[src/rtl/pvic_pkg.sv]
// Constants, types and source map of the vectored interrupt controller
package pvic_pkg;

  // ****************************************
  // Widths
  // ****************************************
  localparam int NUM_PRIO = 26;
  localparam int PRIO_W = 5;
  localparam int ADDR_W = 8;
  localparam int DATA_W = 8;

  // ****************************************
  // Register offsets
  // ****************************************
  localparam logic [7:0] ADDR_FLAGS_0 = 8'hda;
  localparam logic [7:0] ADDR_FLAGS_1 = 8'hdb;
  localparam logic [7:0] ADDR_FLAGS_2 = 8'hdc;
  localparam logic [7:0] ADDR_ENABLE_3 = 8'hde;
  localparam logic [7:0] ADDR_ENABLE_2 = 8'hdf;
  localparam logic [7:0] ADDR_ENABLE_0 = 8'he0;
  localparam logic [7:0] ADDR_ENABLE_1 = 8'he1;

  // ****************************************
  // Fields and reset values
  // ****************************************
  localparam int SOFT_POST_BIT = 7;
  localparam logic [7:0] REG_RESET = 8'h00;
  localparam logic [25:0] FLAGS_RESET = 26'h0000000;
  localparam logic [25:0] ENABLE_RESET = 26'h0000000;
  // Slots 15, 16, 19 and 21 to 24 are reserved
  localparam logic [25:0] VALID_PRIO = 26'h2167fff;
  localparam logic [4:0] PRIO_NONE = 5'h1f;
  localparam logic [4:0] PRIO_RESET = 5'h00;
  localparam logic [4:0] PRIO_PORT0 = 5'h05;
  localparam logic [4:0] PRIO_PORT1 = 5'h06;
  localparam logic [4:0] PRIO_PORT2 = 5'h14;

  // ****************************************
  // Dispatch timing and stack pushes
  // ****************************************
  localparam logic [3:0] DISPATCH_CYCLES = 4'hd;
  localparam logic [3:0] LONG_JUMP_CYCLES = 4'h7;
  localparam logic [3:0] STEP_PUSH_PCH = 4'h1;
  localparam logic [3:0] STEP_PUSH_PCL = 4'h2;
  localparam logic [3:0] STEP_PUSH_FLAGS = 4'h3;
  localparam logic [3:0] STEP_FLAGS_CLEAR = 4'h4;
  localparam logic [1:0] PUSH_PCH = 2'h0;
  localparam logic [1:0] PUSH_PCL = 2'h1;
  localparam logic [1:0] PUSH_FLAGS = 2'h2;
  localparam logic [7:0] PC_HIGH_VECTOR = 8'h00;

  typedef enum logic [3:0] {
    PVIC_IDLE = 4'b0001,
    PVIC_WAIT = 4'b0010,
    PVIC_DISP = 4'b0100,
    PVIC_JUMP = 4'b1000
  } pvic_state_t;

  // Priority held by bit bit_idx of register group grp
  function automatic logic [4:0] pvic_prio_of(input logic [1:0] grp,
                                             input logic [2:0] bit_idx);
    logic [4:0] p;
    p = PRIO_NONE;
    unique case ({grp, bit_idx})
      5'h00: p = 5'h01;
      5'h01: p = 5'h02;
      5'h02: p = 5'h03;
      5'h03: p = 5'h04;
      5'h04: p = PRIO_PORT0;
      5'h05: p = 5'h07;
      5'h06: p = 5'h19;
      5'h07: p = PRIO_PORT1;
      5'h08: p = 5'h08;
      5'h09: p = 5'h09;
      5'h0a: p = 5'h0a;
      5'h0b: p = 5'h0b;
      5'h0c: p = 5'h0c;
      5'h0d: p = 5'h0d;
      5'h0e: p = 5'h0e;
      5'h11: p = 5'h11;
      5'h12: p = 5'h12;
      5'h14: p = PRIO_PORT2;
      default: p = PRIO_NONE;
    endcase
    return p;
  endfunction

endpackage

[src/rtl/pvic_enc_if.sv]
// Carrier between the controller and its priority encoder
`timescale 1ns/100ps
`default_nettype none
interface pvic_enc_if;
  import pvic_pkg::*;
  logic [NUM_PRIO-1:0] pending;
  logic valid;
  logic [PRIO_W-1:0] index;
  modport enc (input pending, output valid, output index);
  modport ctl (output pending, input valid, input index);
endinterface
`default_nettype wire

[src/rtl/pvic_irq_ctrl.sv]
// Vectored prioritized interrupt controller with core dispatch sequencing
//
// Chosen here: the plain strobed port.
`timescale 1ns/100ps
`default_nettype none
// Operation
// - Fixed priorities 0 to 25; vector is four times the priority
// - Priorities 0-12: reset, POR, line0, SPI tx/rx, ports, line1, USB
// - 13 ms timer, 14 interval, 17 wrap, 18 line2, 20 port2, 25 sleep
// - A condition sets the posted flag until taken or cleared
// - Pending is posted AND enable bit; reset slot is pending when posted alone
// - Encoder picks highest pending; taken only with global enable set
// - Clearing an enable bit neither clears nor stops posting
// - Request rises on posting, enable update, or global enable rising
// - Port sources post on rising edges
// - Wait for instruction end, then 13 dispatch cycles
// - Push program counter high, low, then flag register
// - Then clear the flag register, dropping global enable
// - Program counter high zero, low byte gets the vector
// - Return restores flags, re-enabling requests
// - Pending requests dispatch again right after a return
// - Global enable set inside a service routine allows nesting
// - Latency: instruction rest plus 13 plus 7 jump cycles
// - Reading a flag register shows one posted bit per source
// - Write 0 clears a flag with soft post off; write 1 posts when soft post enabled
// - Flag register 0 layout: port1, sleep, line1, port0, SPI, line0, POR
// - Soft post enable is bit 7 of enable register three
// - Each enable bit acts alone on its own source
module pvic_irq_ctrl (
  // Clock and reset
  input wire logic clk_i,
  input wire logic reset_n_i,
  // Register port
  input wire logic [pvic_pkg::ADDR_W-1:0] reg_addr_i,
  input wire logic [pvic_pkg::DATA_W-1:0] reg_wdata_i,
  input wire logic reg_wr_i,
  input wire logic reg_rd_i,
  output logic [pvic_pkg::DATA_W-1:0] reg_rdata_o,
  // Interrupt sources
  input wire logic [pvic_pkg::NUM_PRIO-1:0] source_event_i,
  input wire logic [2:0] gpio_port_level_i,
  // Core side
  input wire logic global_irq_enable_i,
  input wire logic instr_done_i,
  output logic irq_req_o,
  output logic stack_push_o,
  output logic [1:0] stack_push_sel_o,
  output logic flags_clear_o,
  output logic vector_load_o,
  output logic [7:0] program_counter_high_o,
  output logic [7:0] program_counter_low_o,
  output logic isr_start_o
);
  import pvic_pkg::*;

  // ****************************************
  // State
  // ****************************************
  logic [NUM_PRIO-1:0] posted;
  logic [NUM_PRIO-1:0] next_posted;
  logic [NUM_PRIO-1:0] source_enable;
  logic [NUM_PRIO-1:0] next_source_enable;
  logic soft_post_enable;
  logic next_soft_post_enable;
  logic [2:0] port_prev;
  logic [DATA_W-1:0] rdata;
  logic [DATA_W-1:0] next_rdata;
  pvic_state_t state;
  pvic_state_t next_state;
  logic [3:0] cnt;
  logic [3:0] next_cnt;
  logic [PRIO_W-1:0] taken;
  logic [PRIO_W-1:0] next_taken;
  logic [7:0] program_counter_low;
  logic [7:0] next_pcl;
  logic [7:0] program_counter_high;
  logic [7:0] next_pch;
  logic [NUM_PRIO-1:0] set_vec;
  logic [NUM_PRIO-1:0] clr_vec;
  logic [2:0] port_edge;
  logic ack;
  logic flags_wr;
  logic [1:0] flags_grp;
  logic enable_wr;
  logic [1:0] enable_grp;

  pvic_enc_if enc_bus ();

  pvic_prio_enc u_enc (
    .enc (enc_bus.enc)
  );

  // ****************************************
  // Address decode
  // ****************************************
  always_comb begin
    flags_wr = 1'b0;
    flags_grp = 2'h0;
    enable_wr = 1'b0;
    enable_grp = 2'h0;
    unique case (reg_addr_i)
      ADDR_FLAGS_0: begin
        flags_wr = reg_wr_i;
        flags_grp = 2'h0;
      end
      ADDR_FLAGS_1: begin
        flags_wr = reg_wr_i;
        flags_grp = 2'h1;
      end
      ADDR_FLAGS_2: begin
        flags_wr = reg_wr_i;
        flags_grp = 2'h2;
      end
      ADDR_ENABLE_0: begin
        enable_wr = reg_wr_i;
        enable_grp = 2'h0;
      end
      ADDR_ENABLE_1: begin
        enable_wr = reg_wr_i;
        enable_grp = 2'h1;
      end
      ADDR_ENABLE_2: begin
        enable_wr = reg_wr_i;
        enable_grp = 2'h2;
      end
      default: begin
        flags_wr = 1'b0;
      end
    endcase
  end

  // ****************************************
  // Posted flags
  // ****************************************
  // Ports see level inputs; only a rising edge posts
  assign port_edge = gpio_port_level_i & ~port_prev;
  assign ack = vector_load_o;

  always_comb begin
    logic [4:0] p;
    p = PRIO_NONE;
    set_vec = source_event_i;
    set_vec[PRIO_PORT0] = port_edge[0];
    set_vec[PRIO_PORT1] = port_edge[1];
    set_vec[PRIO_PORT2] = port_edge[2];
    clr_vec = '0;
    if (flags_wr) begin
      for (int b = 0; b < DATA_W; b++) begin
        p = pvic_prio_of(flags_grp, 3'(b));
        if (p != PRIO_NONE) begin
          // Meaning of a written bit flips with soft post enable
          if (soft_post_enable && reg_wdata_i[b]) begin
            set_vec[p] = 1'b1;
          end
          if (!soft_post_enable && !reg_wdata_i[b]) begin
            clr_vec[p] = 1'b1;
          end
        end
      end
    end
    if (ack) begin
      clr_vec[taken] = 1'b1;
    end
    // Set after clear so a same-cycle condition is never lost
    next_posted = ((posted & ~clr_vec) | set_vec) &
                  VALID_PRIO;
  end

  // ****************************************
  // Enable registers
  // ****************************************
  always_comb begin
    logic [4:0] p;
    p = PRIO_NONE;
    next_source_enable = source_enable;
    next_soft_post_enable = soft_post_enable;
    if (enable_wr) begin
      for (int b = 0; b < DATA_W; b++) begin
        p = pvic_prio_of(enable_grp, 3'(b));
        if (p != PRIO_NONE) begin
          next_source_enable[p] = reg_wdata_i[b];
        end
      end
    end
    if (reg_wr_i && reg_addr_i == ADDR_ENABLE_3) begin
      next_soft_post_enable = reg_wdata_i[SOFT_POST_BIT];
    end
  end

  // Masking gates pending only, never the flag itself
  always_comb begin
    enc_bus.pending = posted & source_enable & VALID_PRIO;
    // Reset slot has no enable bit and is always eligible
    enc_bus.pending[PRIO_RESET] = posted[PRIO_RESET];
  end

  // ****************************************
  // Read path
  // ****************************************
  always_comb begin
    logic [4:0] p;
    p = PRIO_NONE;
    next_rdata = REG_RESET;
    if (reg_rd_i) begin
      if (reg_addr_i == ADDR_ENABLE_3) begin
        next_rdata[SOFT_POST_BIT] = soft_post_enable;
      end
      for (int b = 0; b < DATA_W; b++) begin
        if (reg_addr_i == ADDR_FLAGS_0 || reg_addr_i == ADDR_FLAGS_1 ||
            reg_addr_i == ADDR_FLAGS_2) begin
          p = pvic_prio_of(2'(reg_addr_i - ADDR_FLAGS_0), 3'(b));
          if (p != PRIO_NONE) begin
            next_rdata[b] = posted[p];
          end
        end
        if (reg_addr_i == ADDR_ENABLE_0 || reg_addr_i == ADDR_ENABLE_1 ||
            reg_addr_i == ADDR_ENABLE_2) begin
          p = pvic_prio_of(enable_grp, 3'(b));
          if (p != PRIO_NONE) begin
            next_rdata[b] = source_enable[p];
          end
        end
      end
    end
  end

  // ****************************************
  // Dispatch sequencer
  // ****************************************
  // Request is live in idle and wait; covers all three activation cases
  assign irq_req_o = (state == PVIC_IDLE || state == PVIC_WAIT) &&
                     global_irq_enable_i &&
                     enc_bus.valid;
  assign stack_push_o = (state == PVIC_DISP) && (cnt == STEP_PUSH_PCH ||
                        cnt == STEP_PUSH_PCL || cnt == STEP_PUSH_FLAGS);
  assign flags_clear_o = (state == PVIC_DISP) &&
                         cnt == STEP_FLAGS_CLEAR;
  assign vector_load_o = (state == PVIC_DISP) &&
                         cnt == DISPATCH_CYCLES;
  assign isr_start_o = (state == PVIC_JUMP) &&
                       cnt == LONG_JUMP_CYCLES;

  always_comb begin
    unique case (cnt)
      STEP_PUSH_PCL: stack_push_sel_o = PUSH_PCL;
      STEP_PUSH_FLAGS: stack_push_sel_o = PUSH_FLAGS;
      default: stack_push_sel_o = PUSH_PCH;
    endcase
  end

  always_comb begin
    next_state = state;
    next_cnt = cnt;
    next_taken = taken;
    next_pcl = program_counter_low;
    next_pch = program_counter_high;
    unique case (state)
      PVIC_IDLE: begin
        if (irq_req_o) begin
          next_state = PVIC_WAIT;
        end
      end
      PVIC_WAIT: begin
        if (!irq_req_o) begin
          next_state = PVIC_IDLE;
        end else if (instr_done_i) begin
          // Winner is frozen here so the vector stays stable
          next_state = PVIC_DISP;
          next_cnt = 4'h1;
          next_taken = enc_bus.index;
          next_pcl = {1'b0, enc_bus.index, 2'b00};
        end
      end
      PVIC_DISP: begin
        next_cnt = cnt + 4'h1;
        if (cnt == DISPATCH_CYCLES) begin
          next_state = PVIC_JUMP;
          next_cnt = 4'h1;
          next_pch = PC_HIGH_VECTOR;
        end
      end
      PVIC_JUMP: begin
        next_cnt = cnt + 4'h1;
        if (cnt == LONG_JUMP_CYCLES) begin
          next_state = PVIC_IDLE;
          next_cnt = 4'h0;
        end
      end
      default: begin
        next_state = PVIC_IDLE;
        next_cnt = 4'h0;
      end
    endcase
  end

  // ****************************************
  // Registers
  // ****************************************
  always_ff @(posedge clk_i) begin
    if (!reset_n_i) begin
      posted <= FLAGS_RESET;
      source_enable <= ENABLE_RESET;
      soft_post_enable <= 1'b0;
      port_prev <= 3'h0;
      rdata <= REG_RESET;
      state <= PVIC_IDLE;
      cnt <= 4'h0;
      taken <= 5'h00;
      program_counter_low <= 8'h00;
      program_counter_high <= 8'h00;
    end else begin
      posted <= next_posted;
      source_enable <= next_source_enable;
      soft_post_enable <= next_soft_post_enable;
      port_prev <= gpio_port_level_i;
      rdata <= next_rdata;
      state <= next_state;
      cnt <= next_cnt;
      taken <= next_taken;
      program_counter_low <= next_pcl;
      program_counter_high <= next_pch;
    end
  end

  assign reg_rdata_o = rdata;
  assign program_counter_low_o = program_counter_low;
  assign program_counter_high_o = program_counter_high;
endmodule
`default_nettype wire

[src/rtl/pvic_prio_enc.sv]
// Fixed-priority encoder: lowest index wins
`timescale 1ns/100ps
`default_nettype none
module pvic_prio_enc (
  // Encoder side of the carrier
  pvic_enc_if.enc enc
);
  import pvic_pkg::*;

  always_comb begin
    enc.valid = |enc.pending;
    enc.index = PRIO_NONE;
    // Scan downward so the smallest pending number is left standing
    for (int i = NUM_PRIO - 1; i >= 0; i--) begin
      if (enc.pending[i]) begin
        enc.index = PRIO_W'(i);
      end
    end
  end

endmodule
`default_nettype wire

[config.mk]
export PLATFORM = sky130hd
export DESIGN_NAME = pvic_irq_ctrl
export DESIGN_NICKNAME = d
export VERILOG_FILES = /design/src/rtl/pvic_pkg.sv /design/src/rtl/pvic_enc_if.sv /design/src/rtl/pvic_irq_ctrl.sv /design/src/rtl/pvic_prio_enc.sv
export SDC_FILE = /design/constraint.sdc
export NUM_CORES = 1
export LEC_CHECK = 0
export ABC_CLOCK_PERIOD_IN_PS = 2900
export BUFFER_PORTS_ARGS = -buffer_cell sky130_fd_sc_hd__buf_4
export CORE_MARGIN = 1.5
export CORE_UTILIZATION = 34
export DETAILED_ROUTE_END_ITERATION = 7
export MAX_ROUTING_LAYER = met4
export PLACE_DENSITY = 0.63
export SYNTH_ARGS = -nofsm -noshare
export SYNTH_HDL_FRONTEND = slang
export SYNTH_SLANG_ARGS = --single-unit
[constraint.sdc]
create_clock -name clk_i -period 2.9 [get_ports clk_i]
set_input_delay 0.435 -clock clk_i [delete_from_list [all_inputs] [get_ports clk_i]]
set_output_delay 0.435 -clock clk_i [all_outputs]
set_load 0.03 [all_outputs]
Word-level counts from Yosys, hierarchy flattened --
Index checks and enable logic that the tools add are counted.
Storage, ports and cells: flip-flop bits (word level) 77, word-level logic and storage cells 489, input bits 51
Cells by class: magnitude comparators 50, reductions and logical operators 66, add/sub/neg operators 2, muxes and demuxes 278, bitwise gates (word level) 23, equality and inequality tests 61
Operators by type and width (count):
- 26-bit two-way mux | 64
- 26-bit OR | 17
- 5-bit two-way mux | 66
- 26-bit bitwise mux | 8
- 5-bit by 6-bit < comparator with 1-bit output, second input constant | 33
- 5-bit != test, second input constant | 32
- 5-bit case mux with 3 select lines | 9
- 5-bit case mux with 2 select lines | 12
- 1-bit demux with 5-bit select | 17
- 5-bit by 1-bit >= comparator with 1-bit output, second input constant | 17
- 1-bit binary-select mux with 5-bit select | 16
- 1-bit two-way mux | 68
- 8-bit equality test, second input constant | 7
- 26-bit bitwise AND | 2
- 4-bit two-way mux | 12
- 1-bit logical AND | 40
- 4-bit case mux with 4 select lines | 2
- 26-bit inverter | 1
- 19-bit OR reduction | 1
- 4-bit by 2-bit equality test with 1-bit output, second input constant | 3
- 4-bit by 3-bit equality test with 1-bit output, second input constant | 3
- 2-bit case mux with 2 select lines | 3
- 1-bit logical NOT | 9
- 4-bit by 1-bit equality test with 1-bit output, second input constant | 2
- other kinds (18) | 36

Longest topological paths before layout --
word-level depth 45, mapped depth 12

Modules after synthesis --
A second synthesis with hierarchy kept.
Second synthesis, totals: cell total of the unflattened synthesis 704, area, all modules 5461.5 um^2
Modules (own cells, without submodules):
- pvic_irq_ctrl | cells each 651, area an instance 5138.7 um^2, instances 1
- pvic_prio_enc | cells each 53, area an instance 322.8 um^2, instances 1

Least setup slack after synthesis --
No wires, ideal clock.
path type input -> register, from input port reg_addr_i[5] (netlist name), to register rdata[1], in the netlist reg_rdata_o[1], stages 9, arrival 2.661 ns, required time 2.829 ns, setup slack 0.168 ns, library setup time 0.071 ns, path through and4b_1 -> buf_2 -> nand4_2 -> clkinv_1 -> ha_1 -> clkbuf_1 -> a21oi_1 -> or4b_2 -> a21oi_1
Between the ends: word-level cells in the longest chain between the ends 10, elaborated cells between the ends (all ways) 23
RTL lines:
- start, declared | RTL line pvic_irq_ctrl.sv:34 | input wire logic [pvic_pkg::ADDR_W-1:0] reg_addr_i,
- 8-bit equality test, on equally long branches | RTL line pvic_irq_ctrl.sv:101, pvic_irq_ctrl.sv:217, pvic_irq_ctrl.sv:216
- 2-bit case mux with 2 select lines | RTL line pvic_irq_ctrl.sv:101 | unique case (reg_addr_i)
- 2-bit equality test, or another cell as far along | RTL line pvic_pkg.sv:64 | unique case ({grp, bit_idx})
- 5-bit case mux with 3 select lines | RTL line pvic_pkg.sv:64
- 5-bit two-way mux | RTL line pvic_irq_ctrl.sv:216 | if (reg_addr_i == ADDR_ENABLE_0 || reg_addr_i == ADDR_ENABLE_1 ||
- 5-bit two-way mux | RTL line pvic_irq_ctrl.sv:204 | if (reg_rd_i) begin
- 1-bit binary-select mux with 5-bit select | RTL line pvic_irq_ctrl.sv:220 | next_rdata[b] = source_enable[p];
- 1-bit two-way mux (implied by the code) | RTL line pvic_irq_ctrl.sv:220
- 1-bit two-way mux | RTL line pvic_irq_ctrl.sv:219 | if (p != PRIO_NONE) begin
- 1-bit two-way mux (*) | RTL line pvic_irq_ctrl.sv:216
- end signal, assigned | RTL line pvic_irq_ctrl.sv:316 | rdata <= next_rdata;
- end, declared | RTL line pvic_irq_ctrl.sv:66 | logic [DATA_W-1:0] rdata;
Mark *: on every way between the ends. The rest lies on a longest branch, timed or not. The select of a mux whose other input is x is not followed. A chain may end at the register's enable or synchronous reset.

Worst setup path after layout --
from register posted[12], to output port irq_req_o
Between the ends: word-level cells in the longest chain between the ends 3
RTL lines:
- start, declared | RTL line pvic_irq_ctrl.sv:59 | logic [NUM_PRIO-1:0] posted;
- start signal, assigned | RTL line pvic_irq_ctrl.sv:312 | posted <= next_posted;
- 26-bit bitwise AND | RTL line pvic_irq_ctrl.sv:192 | enc_bus.pending = posted & source_enable & VALID_PRIO;
- 19-bit OR reduction | RTL line pvic_prio_enc.sv:11 | enc.valid = |enc.pending;
- 1-bit logical AND | RTL line pvic_irq_ctrl.sv:232 | global_irq_enable_i &&
- end, declared | RTL line pvic_irq_ctrl.sv:45 | output logic irq_req_o,
No other way between the ends.

==> impl_metrics.prom <==
# TYPE chip_impl_metric gauge
chip_impl_info{name="run_status",value="complete, no violations"} 1
chip_impl_metric{name="worst_hold_path.num_cells",unit=""} 2
chip_impl_metric{name="worst_slew_margin_rel",unit=""} 0.518
chip_impl_metric{name="cap_viol_max_count",unit=""} 0
chip_impl_info{name="hold_class",value="input port to flip-flop"} 1
chip_impl_metric{name="ant_nets",unit=""} 0
chip_impl_metric{name="htree_levels",unit=""} 3
chip_impl_info{name="synth_top_cells_by_area",value="dfxtp_1 25%, a21oi_1 6.3%, ha_1 5.8%"} 1
chip_impl_metric{name="ys_ff_latch",unit=""} 67
chip_impl_metric{name="synth.mux.area_fraction",unit=""} 0.0875
chip_impl_metric{name="report.final.setup_viol",unit=""} 0
chip_impl_metric{name="cts-buffers-inserted",unit=""} 9
chip_impl_metric{name="row_count",unit=""} 45
chip_impl_metric{name="post_synth_edffs",unit=""} 0
chip_impl_metric{name="final.period_utilization",unit=""} 0.910
chip_impl_metric{name="die-width",unit="µm"} 129
chip_impl_metric{name="share_of_layout_cells_above_drive_strength_1",unit=""} 0.201
chip_impl_metric{name="critical_path_arrival",unit="ps"} 2210
chip_impl_info{name="timing.rr.end",value="program_counter_low_o[2]"} 1
chip_impl_metric{name="yosys.area_share.xor_xnor",unit=""} 0
chip_impl_info{name="worstReg2RegStart",value="posted[12]"} 1
chip_impl_metric{name="post-cts-setup-buffer-count",unit=""} 0
chip_impl_metric{name="layout.filler_cells",unit=""} 1623
chip_impl_metric{name="i_o_pin_cnt",unit=""} 82
chip_impl_metric{name="dr.pass1.iters",unit=""} 5
chip_impl_metric{name="clock_latency",unit="ps"} 350
chip_impl_metric{name="die_height",unit="µm"} 129
chip_impl_info{name="post-synth-top-area-cell",value="dfxtp_1"} 1
chip_impl_metric{name="detail_route.iter0.violations",unit=""} 465
chip_impl_info{name="tritoncts",value="yes"} 1
chip_impl_info{name="startpoint_type",value="flip-flop"} 1
chip_impl_metric{name="combinationalPowerShare",unit=""} 0.130
chip_impl_metric{name="avg_vias_per_cell",unit=""} 5.94
chip_impl_metric{name="min_period",unit="ps"} 2640
chip_impl_metric{name="synthAdderAreaFrac",unit=""} 0.0582
chip_impl_metric{name="grt_util_all_layers",unit=""} 0.243
chip_impl_metric{name="slew_violations",unit=""} 0
chip_impl_metric{name="portbufs",unit=""} 60
chip_impl_metric{name="synth_compound_area_frac",unit=""} 0.298
chip_impl_info{name="synth_top_family_by_area",value="compound AO/OA/AOI/OAI gates"} 1
chip_impl_metric{name="worst_slew_pin_slew",unit="ps"} 718
chip_impl_metric{name="first_global_vias",unit=""} 5441
chip_impl_metric{name="layout.cells.non_filler",unit=""} 966
chip_impl_metric{name="drt_wl_total",unit="µm"} 19200
chip_impl_metric{name="synth_simple_gate_area_frac",unit=""} 0.237
chip_impl_info{name="rsz0062_at_grt",value="no"} 1
chip_impl_metric{name="crit_required",unit="ps"} 2470
chip_impl_metric{name="switching_share",unit=""} 0.269
chip_impl_metric{name="clock_pin_transition_on_the_worst_setup_and_hold_timing_paths",unit="ps"} 50
chip_impl_metric{name="area_of_the_die",unit="µm²"} 16600
chip_impl_info{name="path_cells",value="a222oi_1, nand4_1, o31ai_1, nor2_1, buf_4"} 1
chip_impl_metric{name="cp_buf_inv_count",unit=""} 1
chip_impl_metric{name="netlist_instances",unit=""} 686
chip_impl_metric{name="ys_seq_area_frac",unit=""} 0.250
chip_impl_metric{name="yosysWarnings",unit=""} 0
chip_impl_metric{name="yosysTopAreaCellShare",unit=""} 0.250
chip_impl_metric{name="worstPathMaxFanout",unit=""} 5
chip_impl_metric{name="syn_area",unit="µm²"} 5380
chip_impl_metric{name="placed_cells",unit=""} 950
chip_impl_info{name="timing_worst_setup_path_type",value="flip-flop to output port"} 1
chip_impl_metric{name="largest_net_degree_at_the_start_of_global_routing",unit=""} 37
chip_impl_metric{name="internal_power",unit="mW"} 1.76
chip_impl_metric{name="timing.hold.ws",unit="ps"} 300
chip_impl_metric{name="static-leakage-power",unit="nW"} 2.59
chip_impl_metric{name="postPlaceCellArea",unit="µm²"} 6170
chip_impl_metric{name="cts.hold.buffers_added",unit=""} 0
chip_impl_metric{name="post_drt_wl_per_cell",unit="µm"} 19.8
chip_impl_metric{name="vias",unit=""} 5739
chip_impl_info{name="timing.critical_path.slowest_stage_cell",value="a222oi_1"} 1
chip_impl_metric{name="hold_viol_final",unit=""} 0
chip_impl_metric{name="power.share.sequential",unit=""} 0.412
chip_impl_info{name="holdCritStartpoint",value="gpio_port_level_i[1]"} 1
chip_impl_metric{name="grt_overflow",unit=""} 0
chip_impl_info{name="most_used_dff_post_synth",value="dfxtp_1"} 1
chip_impl_metric{name="power_density",unit="nW/µm²"} 372
chip_impl_metric{name="clockPowerShare",unit=""} 0.458
chip_impl_metric{name="post_cts_resized",unit=""} 0
chip_impl_metric{name="area_added_between_synthesis_and_finish",unit="%"} 20.3
chip_impl_metric{name="finalClockSkew",unit="ps"} 4.95
chip_impl_metric{name="final_setup_tns",unit="ps"} 0
chip_impl_metric{name="core",unit="µm²"} 15300
chip_impl_metric{name="vdd.ir_drop.worst",unit="mV"} 0.282
chip_impl_metric{name="cts.path.max_buffers",unit=""} 2
chip_impl_metric{name="final_design_area_no_fill",unit="µm²"} 6460
chip_impl_metric{name="grt_antenna_before_repair",unit=""} 0
chip_impl_metric{name="design.final.nets",unit=""} 826
chip_impl_metric{name="starting_density",unit=""} 0.351
chip_impl_metric{name="drc_errors",unit=""} 0
chip_impl_metric{name="cp_slowest_stage_delay",unit="ps"} 530
chip_impl_metric{name="insertedDiodeCount",unit=""} 0
chip_impl_metric{name="gpl.final_weighted_congestion",unit=""} 0.947
chip_impl_metric{name="worst_r2r_path_depth",unit=""} 5
chip_impl_metric{name="numClockSinks",unit=""} 67
chip_impl_info{name="worst_setup_path_end_kind",value="output port"} 1
chip_impl_metric{name="power.net_switching",unit="µW"} 646
chip_impl_metric{name="rrSetupSlack",unit="ps"} 670
chip_impl_metric{name="fmax",unit="MHz"} 379
chip_impl_metric{name="ys_types",unit=""} 78
chip_impl_info{name="cts.root.buffer_cell",value="clkbuf_16"} 1
chip_impl_metric{name="syn-mean-instance-area",unit="µm²"} 7.84
chip_impl_metric{name="hpwlAfterDp",unit="µm"} 14300
chip_impl_metric{name="first_pass_grt_wire_length",unit="µm"} 30100
chip_impl_info{name="whs_endpoint",value="port_prev[1]"} 1
chip_impl_info{name="critical_path.top_delay_family",value="compound AO/OA/AOI/OAI gates"} 1
chip_impl_metric{name="synth-async-reset-ratio",unit=""} 0
==> area by class of cell <==
type,instances,area [µm²],share of cell area
Multi-Input combinational cell,545,3700,0.573
Sequential cell,67,1340,0.208
Timing Repair Buffer,99,756,0.117
Tap cell,211,264,0.0408
Clock buffer,11,243,0.0376
Inverter,28,105,0.0163
Clock inverter,5,52.6,0.00813
==> power by group through the flow <==
stage	combinational, mW	clock (mW)	sequential, mW
floorplan	0.202	0	0.988
global placement	0.305	0	1.01
detailed placement	0.305	0	1.01
CTS	0.307	1.12	0.988
global route	0.337	1.16	0.991
finish	0.311	1.10	0.990
==> logic make-up (layout without fill, tap and decap cells) <==
group                    after synthesis  after routing
multiplexers                          36             36
AO/OA/AOI/OAI                        232            232
adder cells (fa/ha/maj)               25             25
buffers and inverters                 84            143
flip-flops                            67             67
AND/OR/NAND/NOR                      241            241
other                                  1             11
==> flip-flops by register name (all words and copies together) (netlist names), named ones only <==
register               cells
cnt                        4
posted                    19
soft_post_enable           1
source_enable             21
port_prev                  3
state                      4
reg_rdata_o                8
program_counter_low_o      5
==> worst reg2reg max path: stages (launching register included) <==
cell      delay [ps]
dfxtp_1          380
a222oi_1         530
nand4_1          310
o31ai_2          610
a21oi_1          150
o31a_1           130
==> per-stage QoR <==
step                       util  setup WS, ps  power [mW]
after floorplan               -           168        1.19
after detailed placement  0.403          27.5        1.31
after global placement    0.403          62.1        1.31
final                     0.422           260        2.40
after CTS                 0.422           242        2.41
after global routing      0.422          93.1        2.49
==> cell usage after synthesis (all sizes together) (6+ instances only) <==
cell type and n:
o21ai 33, mux4 8, nand2 74, nor3 7, a22oi 7, a32oi 10, nand3 25, o221ai 11
nand4 11, o22ai 9, nand3b 9, ha 25, o31ai 7, inv 27, o211ai 8, clkbuf 40
or3 6, mux2i 20, a31oi 14, nor2 49, mux2 8, nor2b 9, a211oi 6, and3 6
o31a 7, a22o 10, and2 7, buf 16, dfxtp 67, a21oi 68
==> per-layer routing <==
layer  track usage  wire, µm  up-vias  part of all wire
met3        0.0532      1670       63             0.087
met4        0.0972       625        0             0.033
met2         0.381      8760      304              0.46
met5             -         0        -                 0
met1         0.305      8100     2658              0.42
li1              -         -     2714                 -
==> worst max path at each step <==
stage | cells past startpoint | slack, ps | from | end
global placement | 12 | 60 | reg_addr_i[5] | posted[18]
CTS | 5 | 240 | posted[12] | irq_req_o
finish | 5 | 260 | posted[12] | irq_req_o
global route | 5 | 90 | posted[12] | irq_req_o
floorplan | 9 | 170 | reg_addr_i[5] | reg_rdata_o[1]
detailed placement | 12 | 30 | reg_addr_i[5] | posted[18]
==> layout by cell type, fill, tap and decap left out, types with 9 or more instances in the layout <==
master / synthesis / routed
nand4_1: 10 / 10
nor2_1: 49 / 49
mux2i_1: 20 / 20
a22o_1: 10 / 10
a32oi_1: 10 / 10
a21oi_1: 68 / 68
a31oi_1: 14 / 14
dfxtp_1: 67 / 67
inv_1: 27 / 27
o22ai_1: 9 / 9
clkbuf_16: 0 / 9
nand3b_1: 9 / 9
ha_1: 25 / 25
nor2b_1: 9 / 9
buf_4: 12 / 98
o221ai_1: 11 / 11
o21ai_0: 32 / 32
conb_1: 1 / 11
nand2_1: 74 / 74
nand3_1: 25 / 25
(Power assumes the default switching activity.)
